`src/core/flow_sched_cfg.svh`:
```
// Offsets, field positions, reset values and timing counts of the scheduler.
`ifndef FLOW_SCHED_CFG_SVH
`define FLOW_SCHED_CFG_SVH
`define ADDR_CTRL 8'h00
`define ADDR_POLICY 8'h04
`define ADDR_INTERVAL 8'h08
`define ADDR_JITTER 8'h0c
`define ADDR_GRANT_SIZE 8'h10
`define ADDR_GRANTS_PER 8'h14
`define ADDR_REF_TIME 8'h18
`define ADDR_STATUS 8'h1c
`define ADDR_MASTER_TIME 8'h20
`define ADDR_MINISLOT 8'h24
`define ADDR_ISSUED 8'h28
`define CTRL_ENABLE_BIT 0
`define CTRL_TYPE_LSB 8
`define CTRL_TYPE_W 8
`define POLICY_RESET 32'h0000_0000
`define POLICY_USED_W 9
`define TYPE_RESET 8'h02
`define MINISLOT_RESET 16'h0010
`define TICKS_PER_10US 32'd1024
`define TICKS_PER_10US_W 12
`endif

```
`src/core/flow_sched_pkg.sv`:
```
// Types shared by the flow policy and grant scheduler.
package flow_sched_pkg;
    typedef enum logic [7:0] {
        SCHED_RESERVED = 8'h00,
        SCHED_UNDEFINED = 8'h01,
        SCHED_BEST_EFFORT = 8'h02,
        SCHED_NRT_POLLING = 8'h03,
        SCHED_RT_POLLING = 8'h04,
        SCHED_GRANT_ACTIVITY = 8'h05,
        SCHED_GRANT = 8'h06
    } sched_type_e;

    typedef struct packed {
        logic drop_oversize;
        logic no_header_suppress;
        logic no_fragment;
        logic no_concatenate;
        logic no_piggyback;
        logic no_reqdata_data;
        logic no_reqdata_request;
        logic no_priority_multicast;
        logic no_broadcast;
    } policy_s;

    typedef struct packed {
        logic is_poll;
        logic [6:0] index;
        logic [15:0] minislots;
        logic [31:0] time_stamp;
    } grant_s;
endpackage

```
`src/core/us_to_ticks.sv`:
```
// Converts a microsecond figure to 10.24 MHz master clock ticks.
`timescale 1ns/10ps
`include "flow_sched_cfg.svh"
module us_to_ticks (
    // Clocking
    input wire logic clk_i,
    input wire logic rst_i,
    input wire logic ce_i,
    // Conversion
    input wire logic [31:0] us_i,
    output logic [31:0] ticks_o
);
    logic [43:0] prod;

    // Ticks are us * 1024 / 100; the integer part is kept so that an
    // ideal time never runs ahead of its true value.
    assign prod = 44'(us_i) *
        44'(`TICKS_PER_10US);

    always_ff @(posedge clk_i) begin
        if (rst_i) begin
            ticks_o <= 32'h0000_0000;
        end else if (ce_i) begin
            ticks_o <= 32'(prod / 44'd100);
        end
    end
endmodule

```
`src/core/flow_sched.sv`:
```
// Per-flow upstream policy decoding and periodic poll or grant scheduling.
//
// Implementation choices: the register addresses and register access over Wishbone.
`timescale 1ns/10ps
`include "flow_sched_cfg.svh"
module flow_sched (
    // Clocking
    input wire logic clk_i,
    input wire logic rst_i,
    input wire logic ce_i,
    // Classic Wishbone slave
    input wire logic cyc_i,
    input wire logic stb_i,
    input wire logic we_i,
    input wire logic [7:0] adr_i,
    input wire logic [3:0] sel_i,
    input wire logic [31:0] dat_i,
    output logic [31:0] dat_o,
    output logic ack_o,
    output logic err_o,
    // Master clock tick, one cycle per 10.24 MHz edge
    input wire logic mclk_tick_i,
    // Activity detection: number of currently active sessions
    input wire logic [6:0] active_grants_i,
    // Upstream slot allocator
    output logic grant_valid_o,
    output flow_sched_pkg::grant_s grant_o,
    input wire logic grant_ready_i,
    // Decoded policy for the modem side configuration
    output flow_sched_pkg::policy_s policy_o,
    output logic [15:0] grant_size_o
);
    logic enable_q;
    logic [7:0] sched_type_q;
    logic [31:0] policy_q;
    logic [31:0] interval_q;
    logic [31:0] jitter_q;
    logic [15:0] grant_size_q;
    logic [6:0] grants_per_q;
    logic [31:0] ref_time_q;
    logic [15:0] minislot_q;
    logic [31:0] master_time_q;
    logic [31:0] next_ideal_q;
    logic [31:0] deadline_q;
    logic [6:0] issued_q;
    logic [6:0] target_q;
    logic [31:0] issued_total_q;
    logic late_q;
    logic ref_load_q;
    logic [31:0] interval_ticks;
    logic [31:0] jitter_ticks;
    logic [31:0] slot_gap;
    logic [31:0] slot_time;
    logic [31:0] since_ideal;
    logic [31:0] stamp_d;
    logic [6:0] target_d;
    logic [15:0] slots_d;
    logic is_grant_flow;
    logic is_poll_flow;
    logic period_due;
    logic slot_due;
    logic period_done;
    logic wr;
    logic rd_ok;
    logic [31:0] wdata;
    logic [31:0] rdata;

    typedef enum logic [1:0] {
        ST_IDLE,
        ST_WAIT,
        ST_ISSUE
    } state_e;
    state_e state_q;

    us_to_ticks u_interval (
        .clk_i(clk_i),
        .rst_i(rst_i),
        .ce_i(ce_i),
        .us_i(interval_q),
        .ticks_o(interval_ticks)
    );

    assign is_grant_flow =
        sched_type_q == flow_sched_pkg::SCHED_GRANT ||
        sched_type_q == flow_sched_pkg::SCHED_GRANT_ACTIVITY;
    assign is_poll_flow =
        sched_type_q == flow_sched_pkg::SCHED_NRT_POLLING ||
        sched_type_q == flow_sched_pkg::SCHED_RT_POLLING;

    // Jitter ticks, rounded down so the deadline never exceeds the bound.
    us_to_ticks u_jitter (
        .clk_i(clk_i),
        .rst_i(rst_i),
        .ce_i(ce_i),
        .us_i(jitter_q),
        .ticks_o(jitter_ticks)
    );

    // policy bits decoded, one enables each restriction
    always_comb begin
        policy_o.no_broadcast = policy_q[0];
        policy_o.no_priority_multicast = policy_q[1];
        policy_o.no_reqdata_request = policy_q[2];
        policy_o.no_reqdata_data = policy_q[3];
        policy_o.no_piggyback = policy_q[4];
        policy_o.no_concatenate = policy_q[5];
        policy_o.no_fragment = policy_q[6];
        policy_o.no_header_suppress = policy_q[7];
        // drop bit only for plain service
        policy_o.drop_oversize = policy_q[8] &&
            sched_type_q == flow_sched_pkg::SCHED_GRANT;
    end
    // grant size is the whole MAC frame byte count
    assign grant_size_o = grant_size_q;

    always_comb begin
        if (minislot_q == 16'h0000) begin
            slots_d = 16'h0000;
        end else begin
            slots_d = 16'((17'(grant_size_q) + 17'(minislot_q) -
                17'h00001) / 17'(minislot_q));
        end
    end

    // activity mode caps count at active sessions
    always_comb begin
        target_d = grants_per_q;
        if (sched_type_q == flow_sched_pkg::SCHED_GRANT_ACTIVITY &&
                active_grants_i < grants_per_q) begin
            target_d = active_grants_i;
        end
        if (is_poll_flow) begin
            target_d = 7'h01;
        end
    end

    // grants within one interval spread evenly over the jitter
    assign slot_gap = (target_q > 7'h01) ?
        jitter_ticks / 32'(target_q - 7'h01) : 32'h0000_0000;
    assign slot_time = next_ideal_q + 32'(slot_gap * 32'(issued_q));
    assign since_ideal = master_time_q - next_ideal_q;
    assign period_due = since_ideal[31] == 1'b0;
    assign slot_due = (master_time_q - slot_time) < 32'h8000_0000;
    assign period_done = issued_q >= target_q;

    // 32-bit count of the 10.24 MHz master clock
    always_ff @(posedge clk_i) begin
        if (rst_i) begin
            master_time_q <= 32'h0000_0000;
        end else if (ce_i && mclk_tick_i) begin
            master_time_q <= master_time_q + 32'h0000_0001;
        end
    end

    // stamps taken from the master clock count
    assign stamp_d = master_time_q;

    // Wishbone decode: single-cycle ack, unmapped addresses answer err.
    assign wdata = {{8{sel_i[3]}}, {8{sel_i[2]}}, {8{sel_i[1]}},
        {8{sel_i[0]}}} & dat_i;
    always_comb begin
        rd_ok = 1'b1;
        rdata = 32'h0000_0000;
        case (adr_i)
            `ADDR_CTRL: rdata = {16'h0000, sched_type_q, 7'h00, enable_q};
            // reserved bits held as written, never decoded
            `ADDR_POLICY: rdata = policy_q;
            `ADDR_INTERVAL: rdata = interval_q;
            `ADDR_JITTER: rdata = jitter_q;
            `ADDR_GRANT_SIZE: rdata = {16'h0000, grant_size_q};
            `ADDR_GRANTS_PER: rdata = {25'h0000000, grants_per_q};
            `ADDR_REF_TIME: rdata = ref_time_q;
            `ADDR_STATUS: rdata = {late_q, 5'h00, state_q, 8'h00,
                issued_q, 1'b0, target_q, 1'b0};
            `ADDR_MASTER_TIME: rdata = master_time_q;
            `ADDR_MINISLOT: rdata = {16'h0000, minislot_q};
            `ADDR_ISSUED: rdata = issued_total_q;
            default: rd_ok = 1'b0;
        endcase
    end
    // A write lands on the edge at which the master sees ack high.
    assign wr = cyc_i && stb_i && we_i && ack_o && rd_ok;

    always_ff @(posedge clk_i) begin
        if (rst_i) begin
            ack_o <= 1'b0;
            err_o <= 1'b0;
            dat_o <= 32'h0000_0000;
        end else if (ce_i) begin
            ack_o <= cyc_i && stb_i && !ack_o && !err_o && rd_ok;
            err_o <= cyc_i && stb_i && !ack_o && !err_o && !rd_ok;
            dat_o <= rdata;
        end
    end

    // policy defaults to zero for best effort
    // other types rely on software writing it
    // grant parameters held only in this block
    always_ff @(posedge clk_i) begin
        if (rst_i) begin
            enable_q <= 1'b0;
            sched_type_q <= `TYPE_RESET;
            policy_q <= `POLICY_RESET;
            interval_q <= 32'h0000_0000;
            jitter_q <= 32'h0000_0000;
            grant_size_q <= 16'h0000;
            grants_per_q <= 7'h00;
            ref_time_q <= 32'h0000_0000;
            minislot_q <= `MINISLOT_RESET;
        end else if (ce_i && wr) begin
            case (adr_i)
                `ADDR_CTRL: begin
                    enable_q <= wdata[`CTRL_ENABLE_BIT];
                    sched_type_q <= wdata[`CTRL_TYPE_LSB +:
                        `CTRL_TYPE_W];
                end
                `ADDR_POLICY: policy_q <= wdata;
                `ADDR_INTERVAL: interval_q <= wdata;
                `ADDR_JITTER: jitter_q <= wdata;
                `ADDR_GRANT_SIZE: grant_size_q <= wdata[15:0];
                `ADDR_GRANTS_PER: grants_per_q <= wdata[6:0];
                `ADDR_REF_TIME: ref_time_q <= wdata;
                `ADDR_MINISLOT: minislot_q <= wdata[15:0];
                default: ;
            endcase
        end
    end

    // A reference write restarts the schedule from the new t0, except when it lands while in ST_ISSUE.
    always_ff @(posedge clk_i) begin
        if (rst_i) begin
            ref_load_q <= 1'b0;
        end else if (ce_i) begin
            ref_load_q <= wr && adr_i == `ADDR_REF_TIME;
        end
    end

    // Scheduler: wait for the ideal time, issue the period's opportunities,
    // then advance the ideal time by one interval.
    always_ff @(posedge clk_i) begin
        if (rst_i) begin
            state_q <= ST_IDLE;
            next_ideal_q <= 32'h0000_0000;
            deadline_q <= 32'h0000_0000;
            issued_q <= 7'h00;
            target_q <= 7'h00;
        end else if (ce_i) begin
            case (state_q)
                ST_IDLE: begin
                    issued_q <= 7'h00;
                    if (enable_q && (is_grant_flow || is_poll_flow)) begin
                        next_ideal_q <= ref_time_q;
                        state_q <= ST_WAIT;
                    end
                end
                ST_WAIT: begin
                    if (!enable_q || ref_load_q) begin
                        state_q <= ST_IDLE;
                    end else if (period_due) begin
                        target_q <= target_d;
                        issued_q <= 7'h00;
                        deadline_q <= next_ideal_q + jitter_ticks;
                        state_q <= ST_ISSUE;
                    end
                end
                ST_ISSUE: begin
                    if (!enable_q) begin
                        state_q <= ST_IDLE;
                    end else if (period_done) begin
                        // advance ideal time by one interval
                        next_ideal_q <= next_ideal_q + interval_ticks;
                        state_q <= ST_WAIT;
                    end else if (grant_valid_o && grant_ready_i) begin
                        issued_q <= issued_q + 7'h01;
                    end else if ((master_time_q - deadline_q) <
                            32'h8000_0000 && master_time_q !=
                            deadline_q) begin
                        // Past the jitter bound: give the period up rather
                        // than place an opportunity outside the window.
                        issued_q <= target_q;
                    end
                end
                default: state_q <= ST_IDLE;
            endcase
        end
    end

    // Late flag: set when a period's opportunities are abandoned.
    always_ff @(posedge clk_i) begin
        if (rst_i) begin
            late_q <= 1'b0;
            issued_total_q <= 32'h0000_0000;
        end else if (ce_i) begin
            if (state_q == ST_ISSUE && !period_done && !grant_valid_o &&
                    (master_time_q - deadline_q) < 32'h8000_0000 &&
                    master_time_q != deadline_q) begin
                late_q <= 1'b1;
            end else if (wr && adr_i == `ADDR_STATUS) begin
                late_q <= 1'b0;
            end
            if (grant_valid_o && grant_ready_i) begin
                issued_total_q <= issued_total_q + 32'h0000_0001;
            end
        end
    end

    // Opportunity offered while within the window and its slot is due.
    assign grant_valid_o = state_q == ST_ISSUE && !period_done &&
        enable_q && slot_due && (deadline_q - master_time_q) <
        32'h8000_0000;

    always_ff @(posedge clk_i) begin
        if (rst_i) begin
            grant_o <= '0;
        end else if (ce_i) begin
            grant_o.is_poll <= is_poll_flow;
            grant_o.index <= (grant_valid_o && grant_ready_i) ?
                issued_q + 7'h01 : issued_q;
            grant_o.minislots <= is_poll_flow ? 16'h0001 : slots_d;
            grant_o.time_stamp <= stamp_d;
        end
    end
endmodule

```
`config.mk`:
```
export PLATFORM = sky130hd
export DESIGN_NAME = flow_sched
export DESIGN_NICKNAME = d
export VERILOG_FILES = /design/src/core/flow_sched_pkg.sv /design/src/core/us_to_ticks.sv /design/src/core/flow_sched.sv
export VERILOG_INCLUDE_DIRS = /design/src /design/src/core
export SDC_FILE = /design/constraint.sdc
export NUM_CORES = 2
export LEC_CHECK = 0
export ABC_AREA = 1
export ABC_CLOCK_PERIOD_IN_PS = 100500
export BUFFER_PORTS_ARGS = -buffer_cell sky130_fd_sc_hd__buf_2
export CORE_UTILIZATION = 60
export DETAILED_ROUTE_END_ITERATION = 16
export GPL_TIMING_DRIVEN = 1
export PLACE_DENSITY = 0.77
export SYNTH_ARGS = -nofsm -noshare
export SYNTH_HDL_FRONTEND = slang
export SYNTH_HIERARCHICAL = 1
export SYNTH_SLANG_ARGS = --single-unit
```
`constraint.sdc`:
```
create_clock -name clk_i -period 100.5 [get_ports clk_i]
set_input_delay 20.1 -clock clk_i [delete_from_list [all_inputs] [get_ports clk_i]]
set_output_delay 20.1 -clock clk_i [all_outputs]
set_load 0.005 [all_outputs]
```
# Yosys cells after proc, flatten, opt, wreduce, memory -nomap -nowiden
# Cells that the tools add are included.
dict set report op_classes {
  n_mux 27
  mul 1
  n_bitwise 3
  div 4
  n_lt_le_gt_ge 6
  add_sub_neg 13
  eq_ne 26
  n_reduce_logical 55
}
# operator n
set ops {}
lappend ops {{one-hot mux 32 bit (11 select lines)} 1}
lappend ops {{two-way mux 32 bit} 4}
lappend ops {{subtractor 32 bit} 4}
lappend ops {{adder 32 bit} 3}
lappend ops {{less-than comparator 32 bit (second input constant)} 3}
lappend ops {{divider 42 x 7 -> 44 bit (second input constant)} 2}
lappend ops {{adder 32 x 1 -> 32 bit (second input constant)} 2}
lappend ops {{one-hot mux 32 bit (2 select lines)} 1}
lappend ops {{two-way mux 7 bit} 9}
lappend ops {{AND 32 bit} 1}
lappend ops {{divider 32 x 32 -> 32 bit} 1}
lappend ops {{== test 8 x 3 -> 1 bit (second input constant)} 4}
lappend ops {{== test 8 x 5 -> 1 bit (second input constant)} 4}
lappend ops {{multiplier 32 x 7 -> 32 bit} 1}
lappend ops {{two-way mux 16 bit} 2}
lappend ops {{!= test 32 bit} 1}
lappend ops {{== test 8 x 6 -> 1 bit (second input constant)} 3}
lappend ops {{logical AND 1 bit} 24}
lappend ops {{one-hot mux 7 bit (3 select lines)} 1}
lappend ops {{AND reduction 2 bit} 10}
lappend ops {{adder 16 x 16 -> 17 bit} 1}
lappend ops {{divider 17 x 16 -> 17 bit} 1}
lappend ops {{subtractor 17 x 1 -> 17 bit (second input constant)} 1}
lappend ops {{== test 8 x 4 -> 1 bit (second input constant)} 2}
lappend ops {{other kinds (25)} 49}
dict set report totals {
  output_inout_bits 116
  input_bits 59
  regBits 476
  wordCells 162
}

# Logic depth before layout (Yosys ltp)
dict set report logic_depth {
  word_depth 15
  mapped_depth 634
  depth_no_buf 617
}

# Modules after synthesis
# The synthesis kept the hierarchy.
# mod n_inst cells_each area_each_um2 seq_area_each_um2
set by_module_without_submodules {}
lappend by_module_without_submodules {flow_sched 1 9577 63241.9 8247.9}
lappend by_module_without_submodules {us_to_ticks 2 1477 9267.6 640.6}

# Worst setup path before layout
# OpenSTA, ideal clock, no wires.
dict set report synth_path {
  path_kind {register -> output}
  start {register target_q[0]}
  end {output grant_valid_o}
  setup_slack_ps 6945
  path_buffers 20
  t_arrival_ps 73455
  required_ps 80400
  path_stages_with_launch 591
  path_cell_list {dfxtp_1 > inv_1 > ha_1 > xnor2_1 > nand3_1 > nor2_1 > nand2_1 > nand2_1 > inv_1 > ha_1 > a21oi_1 > nor2_1 > o21ai_2 > o21ai_0 > ha_1 > inv_1 > o21bai_1 > a21o_1 > [... 555 more ...] > nand2_1 > o2111ai_1 > nand2_1 > nor2_1 > fa_1 > fa_1 > fa_1 > fa_1 > inv_1 > ha_1 > a21oi_1 > o221a_2 > nor3_1 > o311ai_0 > o2111ai_1 > xor2_1 > nand2_1 > inv_2}
}
dict set report synth_via {
  elab_chain_cells 9
  elab_cells_between_ends 14
  classes_between {add/sub: 3; mul: 1; div: 1; order compare: 3; mux: 1; reduce/logical: 5}
}
# item line
set synth_rtl {}
lappend synth_rtl {{from (decl)} flow_sched.sv:46} ;# logic [6:0] target_q;
lappend synth_rtl {{from (signal assigned)} flow_sched.sv:260} ;# target_q <= target_d;
lappend synth_rtl {{subtractor 7 x 1 -> 8 bit} flow_sched.sv:139} ;# jitter_ticks / 32'(target_q - 7'h01) : 32'h0000_0000;
lappend synth_rtl {{divider 32 x 32 -> 32 bit} flow_sched.sv:139}
lappend synth_rtl {{two-way mux 32 bit} flow_sched.sv:138} ;# assign slot_gap = (target_q > 7'h01) ?
lappend synth_rtl {{multiplier 32 x 7 -> 32 bit} flow_sched.sv:140} ;# assign slot_time = next_ideal_q + 32'(slot_gap * 32'(issued_q));
lappend synth_rtl {{adder 32 bit} flow_sched.sv:140}
lappend synth_rtl {{subtractor 32 bit} flow_sched.sv:143} ;# assign slot_due = (master_time_q - slot_time) < 32'h8000_0000;
lappend synth_rtl {{less-than comparator 32 bit} flow_sched.sv:143}
lappend synth_rtl {{logical AND 1 bit * (2 in a row)} flow_sched.sv:309} ;# enable_q && slot_due && (deadline_q - master_time_q) <
lappend synth_rtl {{to (decl)} flow_sched.sv:26} ;# output logic grant_valid_o,
# Mark *: on every way between the ends. The rest lies on a longest branch, timed or not.

# Worst setup path in the final report
dict set report layout_path {
  start {register target_q[2]}
  end {output grant_valid_o}
}
# Same word-level chain as after synthesis.

==> impl_results.md <==
* Hold path startpoint: policy_q[31]
* Critical path's slowest cell: fa_1
* Area Overhead vs Synth at 8.55%
* Number of port buffers at 174
* Syn Area/Cell at 6.53 sq um
* CP Data Required Time at between 80 and 90 ns
* Die H at between 300 and 400 microns
* TritonCTS buffer count at 55
* FF-to-FF End: issued_total_q[30]
* Initial antenna violation count at 9
* Final period util at 95.1%
* Hpwl dp at between 200 and 250 mm
* Min-Delay Endpoint: policy_q[31]
* Io pins at approximately 180
* Ys flop type: dfxtp_1
* Fmax at 0.0105 GHz
* Min-delay worst type: register to register
* NumNets Final at 13900
* Area fraction of the dominant cell type after synthesis at 14.6%
* Slew Limit Headroom at 20.8%
* RSZ-0062 raised after global routing: true
* Ys async rst share at 0%
* First-pass iteration count of the detailed router at 6
* Final worst path period need at 95.55 ns
* Die span in x at 371 microns
* Max Cap Viol at 0
* Status: completed
* Layout fillers at approximately 12000
* Total die area at 138000 sq um
* RePlAce Congestion at 1.00
* Largest net degree at the start of global routing at 196
* Final hold vios at 0
* Vias at about 85000
* Distinct cells, synth at 96
* Mapped Area at ~80000 sq um
* RR Startpoint: target_q[2]
* Final WL at 265 mm
* CTS tree: done
* Type of the worst setup path: register to output pin
* DRT iter0 DRCs at around 8000
* Post-synthesis simple-gate area fraction at 33.6%
* Cells after Synth at 12500
* Routed len/inst at 18.3 microns
* Reg clk slew, reported paths at 0.06 ns
* Yosys Warn Count at 6
* Setup crit start kind: register
* Clock Sinks at around 480
* Clk root buf: clkbuf_16
* Net Count, Synth at roughly 14000
* Compound-gate portion of the synthesized area at 17.7%
* Pins Over Slew Limit at 0
* Largest family of logic cells by synthesized area: simple AND/OR/NAND/NOR gates
* Seq cells post-synth at 476
* Initial Util at a little over 60%
* Post-route ant nets at 0
* Most used cell, CP: nand2_1
* Crit-path max FO at 33
* Share of cells above drive strength 1 at 15.8%
* Core Rows at 135
* Avg Vias per Cell at 5.85
* Worst Tran Pin Value at ~1.2 ns
* Final setup viols at 0
* Hold depth at 2
* H-tree levels at 2
* Hold_buf cts at 0
* Mux cell area share after synthesis at 0.0872%
* Longest Clk Path Bufs at 3
* GRT Residual Overflow at 0
* Worst hold margin at 0.459 ns
* Crit path arrival time at 75.45 ns
* Core Box Area at about 140000 sq um
* Worst skew pair latency at 0.69 ns
* Critical Path Sink Type: output pin
* Register area share after synthesis at 11.7%
* CP peak stage delay at 0.53 ns
* Synth Area in Adders at 19.4%
* Vias in the first global route at 78700
* First-pass GRT wire length at 411 mm
* Setup Skew at 0.0766 ns
* DRC at 0
* Post-synth EDFFs at 0
* Post-Synth XOR/XNOR Area at 6.17%
* All-Layer GR Usage at a little under two fifths
* Reg-to-reg slack, setup at 23.28 ns
* Worst Setup SP: target_q[2]
* Worst R2R Path Depth at 602
* Top post-synthesis cells by area: ha_1 (15%), nand2_1 (13%), dfxtp_1 (12%), inv_1 (8.4%), a21oi_1 (6.3%)
* Cell taking the most area after synthesis: ha_1
==> critical path, delay by kind of cell, from the launching register on <==
kind                     cells  cell delay [ns]
AO/OA/AOI/OAI              191            27.56
AND/OR/NAND/NOR            277            26.37
adder cells (fa/ha/maj)     36            11.57
buffers and inverters       85             8.27
XOR/XNOR                     2             0.51
flip-flops                   1             0.40
==> synthesized netlist by cell type, drive strengths merged, types with 36 or more instances <==
cell type,count
o211ai,60
nor2,809
nor3,102
nor4,48
o22ai,97
clkinv,36
inv,1947
o21ai,858
nand3,798
fa,195
ha,957
a21oi,1094
buf,58
o31ai,44
xor2,349
o21bai,88
xnor2,227
nand2,3383
dfxtp,476
nand4,213
clkbuf,258
or2,98
a21o,51
==> sequential cells by signal, indices dropped and copies added (netlist names), 2 cells and up <==
register / cells
grant_o: 56
dat_o: 32
deadline_q: 32
interval_q: 32
issued_total_q: 32
jitter_q: 32
master_time_q: 32
next_ideal_q: 32
policy_q: 32
ref_time_q: 32
u_interval/ticks_o: 32
u_jitter/ticks_o: 32
grant_size_o: 16
minislot_q: 16
sched_type_q: 8
grants_per_q: 7
issued_q: 7
target_q: 7
state_q: 2
==> logic make-up after synthesis <==
logic type,count (synthesis)
buf+inv,2307
mux,7
compound gates,2486
simple gates,5527
fa+ha+maj,1152
flops,476
xor+xnor,576
==> per-stage QoR <==
| stage | setup WS, ns | instances | cell area (sq um) | utilization, % | setup TNS [ns] |
|---|---|---|---|---|---|
| after floorplan | 6.94 | 12500 | 81800 | - | 0 |
| after global placement | 0.744 | 14300 | 84200 | 62.3 | 0 |
| after detailed placement | -2.83 | 14300 | 84200 | 62.3 | -2.83 |
| after CTS | 0.0148 | 14400 | 86500 | 63.9 | 0 |
| after global routing | -1.71 | 14500 | 88800 | 65.6 | -1.71 |
| final | 4.95 | 14500 | 88800 | 65.6 | 0 |
==> layout by cell type (no fill, tap or decap), types with 172 or more instances in the layout <==
cell type  synthesis  final
nand2_1         2774   2741
buf_4             15    222
xnor2_1          227    226
dfxtp_1          476    475
nand4_1          183    183
nand3_1          685    673
fa_1             195    195
a21oi_1         1031    985
nor2_1           709    699
ha_1             957    926
o21ai_0          704    664
xor2_1           349    348
buf_2             22    172
nand2_2          365    389
nand2_4          232    243
inv_1           1823   1809
==> timing repair <==
action	in CTS	in global routing
setup buffers	12	112
cloned	5	10
pin swaps	5	104
gates resized for setup	37	304
endpoints found under the setup margin	1	1
==> cell type report <==
cell class / instances / area, sq um / area share, %
Inverter: 1991 / 7770 / 8.75
Antenna cell: 1 / 2.50 / 0.00282
Clock buffer: 66 / 1490 / 1.68
Clock inverter: 35 / 480 / 0.541
Timing Repair Buffer: 422 / 2980 / 3.35
Timing Repair inverter: 5 / 28.8 / 0.0324
Sequential cell: 476 / 9530 / 10.7
Multi-Input combinational cell: 9754 / 64300 / 72.4
Tap cell: 1781 / 2230 / 2.51
==> layer usage <==
| layer | vias up | part of all wire [%] | track usage, % |
|---|---|---|---|
| li1 | 41400 | - | - |
| met4 | 4 | 4.4 | 14.7 |
| met5 | - | 0.0072 | 0 |
| met3 | 615 | 8.8 | 5.35 |
| met1 | 39600 | 42 | 48.4 |
| met2 | 3370 | 45 | 59.9 |
==> worst max path at each step <==
stage,end,slack (ns)
2_1_floorplan,grant_valid_o,6.94
3_3_place_gp,grant_valid_o,0.74
3_5_place_dp,grant_valid_o,-2.83
4_1_cts,grant_valid_o,0.01
5_1_grt,grant_valid_o,-1.71
6_report,grant_valid_o,4.95
Power is left out: the tool's default activity adds up to more than one toggle a clock period on the data nets, which glitch-free logic cannot reach.
